--- config.mk ---
export PLATFORM = sky130hd
export DESIGN_NAME = drsch_ctrl
export DESIGN_NICKNAME = d
export VERILOG_FILES = /design/src/core/drsch_pkg.sv /design/src/core/drsch_tick.sv /design/src/core/drsch_win.sv /design/src/core/drsch_ctrl.sv
export SDC_FILE = /design/constraint.sdc
export NUM_CORES = 1
export LEC_CHECK = 0
export ABC_AREA = 1
export CORE_MARGIN = 2
export CORE_UTILIZATION = 65
export CTS_CLUSTER_SIZE = 28
export DETAILED_ROUTE_END_ITERATION = 10
export DONT_BUFFER_PORTS = 1
export PLACE_DENSITY = 0.93
export REMOVE_ABC_BUFFERS = 1
export SKIP_CTS_REPAIR_TIMING = 1
export SYNTH_ARGS = -nofsm -noshare
export SYNTH_HDL_FRONTEND = slang
export SYNTH_SLANG_ARGS = --single-unit
--- constraint.sdc ---
create_clock -name clk -period 9.3 [get_ports clk]
set_input_delay 0 -clock clk [delete_from_list [all_inputs] [get_ports clk]]
set_output_delay 0 -clock clk [all_outputs]
set_load 0.1 [all_outputs]
--- src/core/drsch_pkg.sv ---
package drsch_pkg;
  // Clock period in picoseconds (250 MHz)
  localparam int CLK_PERIOD_PS = 4000;
  // Printed intervals in nanoseconds
  localparam int BASE_INTERVAL_NS = 7800;
  localparam int EXT_INTERVAL_NS = 3900;
  localparam int HOT_INTERVAL_NS = 1950;
  localparam int VHOT_INTERVAL_NS = 975;
  // All intervals round down to whole cycles
  localparam int BASE_INTERVAL_CYC = BASE_INTERVAL_NS * 1000 / CLK_PERIOD_PS;
  localparam int EXT_INTERVAL_CYC = EXT_INTERVAL_NS * 1000 / CLK_PERIOD_PS;
  localparam int HOT_INTERVAL_CYC = HOT_INTERVAL_NS * 1000 / CLK_PERIOD_PS;
  localparam int VHOT_INTERVAL_CYC = VHOT_INTERVAL_NS * 1000 / CLK_PERIOD_PS;
  // Refresh cycle time defaults per density, in ns (cycle counts round up)
  localparam int RFC_2G_NS = 160;
  localparam int RFC_4G_NS = 260;
  localparam int RFC_8G_NS = 350;
  localparam int RFC_2G_CYC = (RFC_2G_NS * 1000 + CLK_PERIOD_PS - 1) / CLK_PERIOD_PS;
  localparam int RFC_4G_CYC = (RFC_4G_NS * 1000 + CLK_PERIOD_PS - 1) / CLK_PERIOD_PS;
  localparam int RFC_8G_CYC = (RFC_8G_NS * 1000 + CLK_PERIOD_PS - 1) / CLK_PERIOD_PS;
  // Precharge time before a refresh
  localparam int RP_NS = 14;
  localparam int RP_CYC = (RP_NS * 1000 + CLK_PERIOD_PS - 1) / CLK_PERIOD_PS;
  // Debt limits in 1x units, scaled by mode
  localparam int POSTPONE_1X = 8;
  localparam int PULLIN_1X = 8;
  localparam int BURST_1X = 16;
  localparam int BURST_WIN_1X = 2;
  localparam int DEBT_W = 8;
  localparam int CNT_W = 16;
  // Register map
  localparam logic [3:0] ADDR_CTRL = 4'h0;
  localparam logic [3:0] ADDR_STAT = 4'h1;
  localparam logic [3:0] ADDR_COUNT = 4'h2;
  // Control fields
  localparam int CTRL_EN = 0;
  localparam int CTRL_MODE_LO = 1;
  localparam int CTRL_TEMP_LO = 3;
  localparam int CTRL_TCR_EN = 5;
  localparam int CTRL_TCR_EXT = 6;
  localparam int CTRL_DENS_LO = 7;
  localparam int CTRL_PULLIN = 9;
  typedef enum logic [1:0] {
    DRSCH_1X = 2'h0,
    DRSCH_2X = 2'h1,
    DRSCH_4X = 2'h2
  } drsch_mode_t;
  typedef enum logic [1:0] {
    DRSCH_T_NORM = 2'h0,
    DRSCH_T_HOT = 2'h1,
    DRSCH_T_VHOT = 2'h2,
    DRSCH_T_XHOT = 2'h3
  } drsch_temp_t;
  typedef enum logic [1:0] {
    DRSCH_S_IDLE = 2'h0,
    DRSCH_S_PRE = 2'h1,
    DRSCH_S_REF = 2'h3,
    DRSCH_S_HOLD = 2'h2
  } drsch_state_t;
endpackage

--- src/core/drsch_tick.sv ---
`timescale 1ns/10ps
`default_nettype none
// Interval divider: one-cycle tick every period_cyc clocks
module drsch_tick #(
  parameter int W = 16
) (
  // Clock and reset
  input wire logic clk,
  input wire logic rstn,
  // Control
  input wire logic run,
  input wire logic [W-1:0] period_cyc,
  // Tick
  output logic tick
);
  logic [W-1:0] count;

  always_ff @(posedge clk or negedge rstn)
  begin
    if (!rstn)
    begin
      count <= '0;
      tick <= 1'b0;
    end
    else if (!run)
    begin
      count <= '0;
      tick <= 1'b0;
    end
    else if (count >= period_cyc - W'(1))
    begin
      count <= '0;
      tick <= 1'b1;
    end
    else
    begin
      count <= count + W'(1);
      tick <= 1'b0;
    end
  end
endmodule
`default_nettype wire

--- src/core/drsch_win.sv ---
`timescale 1ns/10ps
`default_nettype none
// Sliding window history: refreshes issued in each of the last DEPTH intervals.
// Small register array; read data registered.
module drsch_win #(
  parameter int DEPTH = 8,
  parameter int W = 8
) (
  // Clock and reset
  input wire logic clk,
  input wire logic rstn,
  // Events
  input wire logic tick,
  input wire logic ref_pulse,
  input wire logic [3:0] win_len,
  // Result
  output logic [W-1:0] win_sum
);
  logic [W-1:0] slot [DEPTH];
  logic [W-1:0] next_sum;

  always_ff @(posedge clk or negedge rstn)
  begin
    if (!rstn)
    begin
      for (int i = 0; i < DEPTH; i++)
        slot[i] <= '0;
    end
    else if (tick)
    begin
      slot[0] <= ref_pulse ? W'(1) : '0;
      for (int i = 1; i < DEPTH; i++)
        slot[i] <= slot[i-1];
    end
    else if (ref_pulse)
      slot[0] <= slot[0] + W'(1);
  end

  always_comb
  begin
    next_sum = '0;
    for (int i = 0; i < DEPTH; i++)
      if (4'(i) < win_len)
        next_sum = next_sum + slot[i];
  end

  always_ff @(posedge clk or negedge rstn)
  begin
    if (!rstn)
      win_sum <= '0;
    else
      win_sum <= next_sum;
  end
endmodule
`default_nettype wire

--- src/core/drsch_ctrl.sv ---
`timescale 1ns/10ps
`default_nettype none
// Summary of operation
// - Only deselects for refresh_cycle_time after refresh
// - Postpone at most 8/16/32 by mode
// - Gap at most 9/17/33 intervals
// - Pull in at most 8/16/32 by mode
// - Each early refresh lowers later debt
// - At most 16/32/64 refreshes per window
// - Untiered interval follows temperature band
// - thermal_refresh_enable selects temperature-controlled refresh
// - thermal_range_select picks normal or extended range
// - Program range to match operating conditions
// - Extended range spacing no more than 3.9us
// - 2x and 4x modes scale rate
// - Banks precharged for precharge time first
module drsch_ctrl #(
  parameter int RFC_CYC = drsch_pkg::RFC_8G_CYC,
  parameter int BASE_CYC = drsch_pkg::BASE_INTERVAL_CYC
) (
  // Clock and reset
  input wire logic clk,
  input wire logic rstn,
  // Software register port
  input wire logic [3:0] addr,
  input wire logic [31:0] wdata,
  input wire logic wr,
  input wire logic rd,
  output logic [31:0] rdata,
  // Command side towards the memory
  input wire logic banks_idle,
  output logic pre_all,
  output logic ref_cmd,
  output logic cmd_block,
  output logic thermal_refresh_enable,
  output logic thermal_range_select
);
  localparam int CW = drsch_pkg::CNT_W;
  localparam int DW = drsch_pkg::DEBT_W;

  // Window history spans the finest mode: eight quarter-rate intervals
  localparam int WIN_DEPTH = drsch_pkg::BURST_WIN_1X << drsch_pkg::DRSCH_4X;

  // Control register
  logic en;
  logic [1:0] mode;
  logic [1:0] temp;
  logic [1:0] dens;
  logic pullin;
  logic [31:0] ref_total;

  // Scheduling state
  drsch_pkg::drsch_state_t state;
  logic [1:0] mshift;
  logic [2:0] shift;
  logic [CW-1:0] period;
  logic [CW-1:0] rfc_cyc;
  logic [CW-1:0] pre_cnt;
  logic [CW-1:0] hold_cnt;
  logic [CW-1:0] since_ref;
  logic signed [DW-1:0] debt;
  logic signed [DW-1:0] post_lim;
  logic signed [DW-1:0] pull_lim;
  logic [DW-1:0] burst_lim;
  logic [3:0] win_len;
  logic [DW-1:0] win_sum;
  logic tick;
  logic owed;
  logic early;
  logic room;
  logic start;
  logic [31:0] ctrl_word;
  logic [31:0] stat_word;

  always_ff @(posedge clk or negedge rstn)
  begin
    if (!rstn)
    begin
      en <= 1'b0;
      mode <= drsch_pkg::DRSCH_1X;
      temp <= drsch_pkg::DRSCH_T_NORM;
      thermal_refresh_enable <= 1'b0;
      thermal_range_select <= 1'b0;
      dens <= 2'h2;
      pullin <= 1'b0;
    end
    else if (wr && addr == drsch_pkg::ADDR_CTRL)
    begin
      en <= wdata[drsch_pkg::CTRL_EN];
      mode <= wdata[drsch_pkg::CTRL_MODE_LO +: 2];
      temp <= wdata[drsch_pkg::CTRL_TEMP_LO +: 2];
      thermal_refresh_enable <= wdata[drsch_pkg::CTRL_TCR_EN];
      thermal_range_select <= wdata[drsch_pkg::CTRL_TCR_EXT];
      dens <= wdata[drsch_pkg::CTRL_DENS_LO +: 2];
      pullin <= wdata[drsch_pkg::CTRL_PULLIN];
    end
  end

  // Reserved mode code falls back to the finest granularity
  always_comb
  begin
    if (mode == 2'h3)
      mshift = 2'(drsch_pkg::DRSCH_4X);
    else
      mshift = mode;
  end

  // Temperature band and refresh mode both halve the interval per step.
  // Extended range keeps the external interval at half the base even when cool,
  // because the device does no skipping of its own in that range.
  always_comb
  begin
    if (thermal_refresh_enable && thermal_range_select &&
        temp == drsch_pkg::DRSCH_T_NORM)
      shift = 3'(mshift) + 3'h1;
    else
      shift = 3'(mshift) + 3'(temp);
  end

  assign period = CW'(BASE_CYC >> shift);

  // Cycle time follows density; reserved code uses the largest part
  always_comb
  begin
    unique case (dens)
      2'h0:
        rfc_cyc = CW'(drsch_pkg::RFC_2G_CYC);
      2'h1:
        rfc_cyc = CW'(drsch_pkg::RFC_4G_CYC);
      default:
        rfc_cyc = CW'(RFC_CYC);
    endcase
  end

  // Limits scale with the refresh mode
  assign post_lim = DW'(drsch_pkg::POSTPONE_1X << mshift);
  assign pull_lim = DW'(drsch_pkg::PULLIN_1X << mshift);
  assign burst_lim = DW'(drsch_pkg::BURST_1X << mshift);
  assign win_len = 4'(drsch_pkg::BURST_WIN_1X << mshift);

  drsch_tick #(
    .W(CW)
  ) u_tick (
    .clk(clk),
    .rstn(rstn),
    .run(en),
    .period_cyc(period),
    .tick(tick)
  );

  drsch_win #(
    .DEPTH(WIN_DEPTH),
    .W(DW)
  ) u_win (
    .clk(clk),
    .rstn(rstn),
    .tick(tick),
    .ref_pulse(ref_cmd),
    .win_len(win_len),
    .win_sum(win_sum)
  );

  // Signed debt: positive means refreshes owed, negative means pulled in.
  // Disabling clears it, so a restart never inherits stale credit.
  always_ff @(posedge clk or negedge rstn)
  begin
    if (!rstn)
      debt <= '0;
    else if (!en)
      debt <= '0;
    else if (tick && !ref_cmd)
      debt <= debt + DW'(1);
    else if (ref_cmd && !tick)
      debt <= debt - DW'(1);
  end

  assign owed = debt > DW'(0);
  assign early = pullin && (debt > -pull_lim);
  assign room = win_sum < burst_lim;
  assign start = en && room && (owed || early);

  // Sequence: precharge all, wait, refresh, then hold off for the cycle time
  always_ff @(posedge clk or negedge rstn)
  begin
    if (!rstn)
    begin
      state <= drsch_pkg::DRSCH_S_IDLE;
      pre_all <= 1'b0;
      ref_cmd <= 1'b0;
      cmd_block <= 1'b0;
    end
    else
    begin
      unique case (state)
        drsch_pkg::DRSCH_S_IDLE:
        begin
          if (start)
          begin
            state <= drsch_pkg::DRSCH_S_PRE;
            pre_all <= 1'b1;
          end
        end
        drsch_pkg::DRSCH_S_PRE:
        begin
          pre_all <= 1'b0;
          if (banks_idle && pre_cnt >= CW'(drsch_pkg::RP_CYC))
          begin
            state <= drsch_pkg::DRSCH_S_REF;
            ref_cmd <= 1'b1;
            cmd_block <= 1'b1;
          end
        end
        drsch_pkg::DRSCH_S_REF:
        begin
          ref_cmd <= 1'b0;
          state <= drsch_pkg::DRSCH_S_HOLD;
        end
        drsch_pkg::DRSCH_S_HOLD:
        begin
          if (hold_cnt == '0)
          begin
            state <= drsch_pkg::DRSCH_S_IDLE;
            cmd_block <= 1'b0;
          end
        end
      endcase
    end
  end

  // Banks may still report idle from before the precharge, so time it too
  always_ff @(posedge clk or negedge rstn)
  begin
    if (!rstn)
      pre_cnt <= '0;
    else if (state == drsch_pkg::DRSCH_S_IDLE)
      pre_cnt <= '0;
    else if (state == drsch_pkg::DRSCH_S_PRE && pre_cnt != '1)
      pre_cnt <= pre_cnt + CW'(1);
  end

  // Refresh cycle plus hold together last exactly rfc_cyc cycles
  always_ff @(posedge clk or negedge rstn)
  begin
    if (!rstn)
      hold_cnt <= '0;
    else if (state == drsch_pkg::DRSCH_S_REF)
      hold_cnt <= rfc_cyc - CW'(2);
    else if (state == drsch_pkg::DRSCH_S_HOLD && hold_cnt != '0)
      hold_cnt <= hold_cnt - CW'(1);
  end

  // Saturating age of the last refresh, for the spacing check
  always_ff @(posedge clk or negedge rstn)
  begin
    if (!rstn)
      since_ref <= '1;
    else if (ref_cmd)
      since_ref <= CW'(1);
    else if (since_ref != '1)
      since_ref <= since_ref + CW'(1);
  end

  always_ff @(posedge clk or negedge rstn)
  begin
    if (!rstn)
      ref_total <= '0;
    else if (ref_cmd)
      ref_total <= ref_total + 32'h1;
  end

  // Status views for software
  assign ctrl_word = {22'h0, pullin, dens, thermal_range_select, thermal_refresh_enable,
    temp, mode, en};
  assign stat_word = {16'h0, debt, 6'h0, state};

  always_ff @(posedge clk or negedge rstn)
  begin
    if (!rstn)
      rdata <= '0;
    else if (rd)
    begin
      unique case (addr)
        drsch_pkg::ADDR_CTRL:
          rdata <= ctrl_word;
        drsch_pkg::ADDR_STAT:
          rdata <= stat_word;
        drsch_pkg::ADDR_COUNT:
          rdata <= ref_total;
        default:
          rdata <= '0;
      endcase
    end
  end
endmodule
`default_nettype wire

== After elaboration in Yosys (flattened, before gate mapping) ==
Cells that the tools add are included.

* Reductions and logical operators: 30
* Shifts and indexed selects: 4
* Add/sub/neg operators: 19
* Equality and inequality tests: 12
* Muxes and demuxes: 36
* $lt $le $gt $ge: 13

{| class="wikitable"
|+ Operators by type and width
! kind !! count
|-
| $mux W8 || 13
|-
| $mux W16 || 6
|-
| $pmux W32 S3 || 1
|-
| $add A8 B8 Y8 || 7
|-
| $add A16 B1 Y16 const B || 2
|-
| $add A32 B1 Y32 const B || 1
|-
| $sub A16 B1 Y16 const B || 2
|-
| $ge A16 B16 Y1 || 1
|-
| $ge A16 B3 Y1 const B || 1
|-
| $logic_not A16 Y1 || 1
|-
| $lt A3 B4 Y1 const A || 4
|-
| $ne A16 B16 Y1 const B || 1
|-
| $reduce_bool A16 Y1 || 1
|-
| $shr A11 B3 Y16 const A || 1
|-
| $sub A16 B2 Y16 const B || 1
|-
| $pmux W7 S2 || 1
|-
| $reduce_bool A2 Y1 || 6
|-
| $logic_and A1 B1 Y1 || 11
|-
| $add A8 B1 Y8 const B || 1
|-
| $add A8 B2 Y8 const B || 1
|-
| $gt A8 B1 Y1 const B || 1
|-
| $gt A8 B8 Y1 || 1
|-
| $lt A1 B4 Y1 const A || 2
|-
| $lt A2 B4 Y1 const A || 2
|-
| other kinds (25) || 45
|}

* Input port bits: 41
* Output and inout bits: 37
* Bits in registers: 208

== Logic depth before layout (Yosys ltp) ==
* Depth after elaboration: 19
* Mapped depth: 52
* Depth with buffers taken out: 52

== Hierarchy ==
From an unflattened synthesis, not the netlist that was laid out.

* Cells, all modules: 1933
* Area total of the unflattened synthesis: 14153.6 µm²

{| class="wikitable"
|+ By module, submodules not included
! module !! sequential area each (µm²) !! instances !! area each (µm²) !! cells an instance
|-
| drsch_ctrl || 2979.1 || 1 || 6841.6 || 892
|-
| drsch_win || 1801.7 || 1 || 5733.0 || 813
|-
| drsch_tick || 425.4 || 1 || 1579.0 || 228
|}

== Least setup slack after synthesis ==
Ideal clock, no wire load.

* Path kind: register -> register
* Start point: register u_win.slot[56] (netlist bit)
* End point: register u_win.win_sum[7]
* Path slack: 2609 ps
* Clock period less this slack: 6691 ps
* Path buffers: 1
* Data arrival time: 6574 ps
* Stages on the path, launching flop included: 41
* Path through: dfrtp_1 ha_1 fa_1 clkbuf_1 fa_1 or2_2 a21oi_1 nor2_1 ha_1 or2_2 a21oi_1 nor2_1 ha_1 or2_2 a21oi_1 nor2_1 ha_1 a21oi_1 [5 not listed] a21oi_1 nor2_1 inv_1 nand2_1 a21oi_1 o21ai_0 a21oi_1 a21oi_1 ha_1 nand2_1 nor3_1 nand2_1 nand3_1 nand2_1 nor2_1 inv_1 nand3_1 nand2_1

* Longest elaborated chain between the ends: 15

{| class="wikitable"
|+ RTL lines
! what !! line !! text
|-
| start: declaration || drsch_win.sv:19 || <nowiki>logic [W-1:0] slot [DEPTH];</nowiki>
|-
| start signal: indexed assignment || drsch_win.sv:33 || <nowiki>slot[i] <= slot[i-1];</nowiki>
|-
| $mux W8 * || drsch_win.sv:43 || <nowiki>if (4'(i) < win_len)</nowiki>
|-
| $add A8 B8 Y8 || drsch_win.sv:44 || <nowiki>next_sum = next_sum + slot[i];</nowiki>
|-
| $mux W8 * || drsch_win.sv:43 ||
|-
| $add A8 B8 Y8 || drsch_win.sv:44 ||
|-
| $mux W8 * || drsch_win.sv:43 ||
|-
| $add A8 B8 Y8 || drsch_win.sv:44 ||
|-
| $mux W8 * || drsch_win.sv:43 ||
|-
| $add A8 B8 Y8 || drsch_win.sv:44 ||
|-
| $mux W8 * || drsch_win.sv:43 ||
|-
| $add A8 B8 Y8 || drsch_win.sv:44 ||
|-
| $mux W8 * || drsch_win.sv:43 ||
|-
| $add A8 B8 Y8 || drsch_win.sv:44 ||
|-
| $mux W8 * || drsch_win.sv:43 ||
|-
| $add A8 B8 Y8 || drsch_win.sv:44 ||
|-
| $mux W8 * || drsch_win.sv:43 ||
|-
| via u_win.next_sum[7] || drsch_win.sv:20 || <nowiki>logic [W-1:0] next_sum;</nowiki>
|-
| end signal: assignment || drsch_win.sv:52 || <nowiki>win_sum <= next_sum;</nowiki>
|-
| end: declaration || drsch_win.sv:17 || <nowiki>output logic [W-1:0] win_sum</nowiki>
|}

Mark *: on every way through the listed nets, which the timed path passes. The rest lies on a longest branch.
A chain may end at the register's enable or synchronous reset.

== Worst setup path in the final report ==
Same ends and word-level chain as after synthesis.

==> summary.md <==
| Metric | Value |
|---|---|
| Outcome | `complete, no violations` |
| Clock root buffer | `clkbuf_16` |
| Crit path kind | `reg -> reg` |
| Later-pin clock latency in the skew report | `0.51 ns` |
| Combinational share of power | `31.6%` |
| Main flop type after synthesis | `dfrtp_1` |
| Post-synthesis sequential area ratio | `41.3%` |
| Asr flop ratio synth | `100%` |
| Row count | `50` |
| CTS max path bufs | `3` |
| GP Congestion | `0.905` |
| Worst path top cell family by delay | `adder cells` |
| Share of cells above drive strength 1 | `5.95%` |
| Max-slew violation count | `0` |
| CTS buffer count | `22` |
| # placed instances | `1740` |
| CP endpoint kind | `flip-flop` |
| Cell with the most instances after synthesis | `nand2_1` |
| Warnings, synthesis | `0` |
| Final core utilization | `71.9%` |
| Clock share of power | `30.0%` |
| Final Skew | `0.0111 ns` |
| Initial Utilization | `66.0%` |
| Reg power frac | `38.3%` |
| Syn Area/Cell | `8.04 µm²` |
| Nets | `1682` |
| Peak VDD IR | `0.179 mV` |
| Fillcell total | `1203` |
| Largest cells by area after synthesis | `dfrtp_1 (41%), nand2_1 (8.9%), ha_1 (8.8%)` |
| Overall Global Routing Usage | `29.7%` |
| #FFs+latches synth | `204` |
| Data arrival, critical path | `8.03 ns` |
| Antenna viol nets, final | `0` |
| Final Critical Period | `7.63 ns` |
| Leak | `6.66 nW` |
| Clock slew at reported path FFs | `0.06 ns` |
| Cell taking the most area after synthesis | `dfrtp_1` |
| Synth top area share | `41.1%` |
| H-tree levels | `1` |
| 1st-iter DRT viols | `1053` |
| Largest net degree at the start of global routing | `205` |
| DRC viols | `0` |
| Final period util | `82.1%` |
| Final Hold Viols | `0` |
| Hold Path Class | `in -> reg` |
| Top post-synthesis cells by count | `nand2_1 (294), inv_1 (243), dfrtp_1 (203)` |
| Crit-path max cell delay | `0.42 ns` |
| Pre-Repair DR Iteration Count | `7` |
| Die height | `142 µm` |
| Die ar. | `20100 µm²` |
| Routed vias/inst | `6.00` |
| CP Launch Type | `flip-flop` |
| Chip Width | `142 µm` |
| IO buf count | `0` |
| Total Wirelength | `30.0 mm` |
| Sw Share | `38.6%` |
| Total power | `2.93 mW` |
| Req. time, crit path | `9.70 ns` |
| Post-DP HPWL | `18.7 mm` |
| Slew @ Worst Pin | `1.01 ns` |
| Int Power | `1.80 mW` |
| Vias in the first global route | `10800` |
| Final setup fails | `0` |
| Ports | `78` |
| ANT cells | `0` |
| Core Box Area | `18700 µm²` |
| CP max stage cell | `dfrtp_1` |
| CTS tree | `built` |
| Post-synth EDFFs | `0` |
| Antenna violations before repair | `1` |
| Synth Cell Area | `12400 µm²` |
| RSZ-0062 raised after global routing | `false` |
| Fin cells | `1796` |
| Max cap viols | `0` |
| Max Freq | `131 MHz` |
| Final setup TNS | `0 ns` |
| First-pass GRT wire length | `49.0 mm` |
| Wire per inst | `16.7 µm` |
| Pwr per Cell Area | `218 nW/µm²` |
| Final instance area | `13400 µm²` |
| Clock Sinks | `204` |
| NetSw | `1.13 mW` |
| GR Overflow Total | `0` |
| Mapped Cells | `1536` |
| Yosys cell types | `52` |
| Layout Area Growth over Synthesis | `8.87%` |
| Via count | `10800` |
| Crit Path Max Fanout | `5` |
| Worst Path Buf+Inv | `10` |
| Slew Limit Headroom | `32.8%` |
| Placed cell area | `12500 µm²` |
registers in the layout, summed over array words and instances, names as in the netlist:
signal                  flops
pullin                      1
thermal_range_select        1
thermal_refresh_enable      1
ref_total                  32
ref_cmd                     1
state                       2
hold_cnt                   16
debt                        8
u_tick.tick                 1
cmd_block                   1
temp                        2
rdata                      32
pre_all                     1
u_win.slot                 64
dens                        2
pre_cnt                    16
u_win.win_sum               4
mode                        2
en                          1
u_tick.count               16
layer usage:
| metal | share of wire, % | track usage [%] | up-vias |
|---|---|---|---|
| li1 | - | - | 5033 |
| met1 | 39 | 35.9 | 5051 |
| met2 | 49 | 51.3 | 528 |
| met3 | 7.2 | 5.47 | 158 |
| met4 | 5.0 | 14.9 | 2 |
| met5 | 0.043 | 0 | - |
cell families (layout without fill, tap and decap cells):
family | Yosys count | after routing | share of synthesized area (%)
AO/OA/AOI/OAI | 289 | 289 | 12.9
buffers and inverters | 288 | 309 | 8.79
adder cells (fa/ha/maj) | 95 | 95 | 10.1
XOR/XNOR | 65 | 65 | 4.61
other | 2 | 7 | 0.0608
multiplexers | 16 | 16 | 1.45
AND/OR/NAND/NOR | 577 | 577 | 20.7
flip-flops | 204 | 204 | 41.3
power groups by stage:
| stage | logic, mW | clock network, mW | registers [mW] |
|---|---|---|---|
| final | 0.926 | 0.880 | 1.12 |
| after global routing | 1.04 | 0.917 | 1.13 |
| after CTS | 0.877 | 0.879 | 1.12 |
| after detailed placement | 0.841 | 0 | 1.13 |
| after global placement | 0.786 | 0 | 1.13 |
| after floorplan | 0.625 | 0 | 1.13 |
layout by cell type, fill, tap and decap left out, types with 4 or more instances in the layout:
cell type / instances
o21ai_0: 117
o22ai_1: 39
nor4_1: 11
nand3_1: 60
nor3_1: 22
xnor2_1: 17
nand2_1: 294
o21a_1: 5
conb_1: 7
clkbuf_8: 4
nor2_1: 121
a31oi_1: 8
a21oi_1: 92
mux2_2: 15
inv_1: 243
dfrtp_1: 203
fa_1: 8
xor2_1: 48
or2_2: 12
clkbuf_1: 8
buf_4: 5
nand2_2: 9
nand4_1: 22
ha_1: 87
clkbuf_16: 23
o31ai_1: 7
nor3b_1: 7
dlygate4sd3_1: 14
a21o_1: 4
path summary, 6_finish.rpt:
kind,start,endpoint,slack (ns),depth (start not counted)
worst max-delay path,u_win.slot[56],u_win.win_sum[7],1.67,50
worst min-delay path,addr[1],rdata[27],0.01,3
worst max register to register,u_win.slot[56],u_win.win_sum[7],1.67,50
worst min register to register,ref_total[31],ref_total[31],0.48,1
max in group asynchronous,rstn,u_win.win_sum[4],8.31,2
min in group asynchronous,rstn,u_win.slot[35],0.23,2
through the flow:
stage / worst slack, ns / hold slack [ns]
after floorplan: 2.62 / -0.296
after global placement: 2.19 / -0.279
after detailed placement: 2.00 / -0.281
after CTS: 1.78 / -0.810
after global routing: 0.928 / 0.0288
final: 1.67 / 0.00998
tightest hold or removal path: cells and delay by family:
family	cells	cell delay (ns)
buffers and inverters	1	0.25
AO/OA/AOI/OAI	1	0.14
AND/OR/NAND/NOR	1	0.06
area by class of cell:
type	count	area (µm²)	area share, %
multi-input combinational	1049	6180	45.9
sequential	204	5110	38.0
inverter	248	931	6.92
clock buffer	35	661	4.91
tap	234	293	2.18
timing repair buffer	21	225	1.67
clock inverter	5	53.8	0.400
No activity file was read; power rests on OpenSTA's default activity.
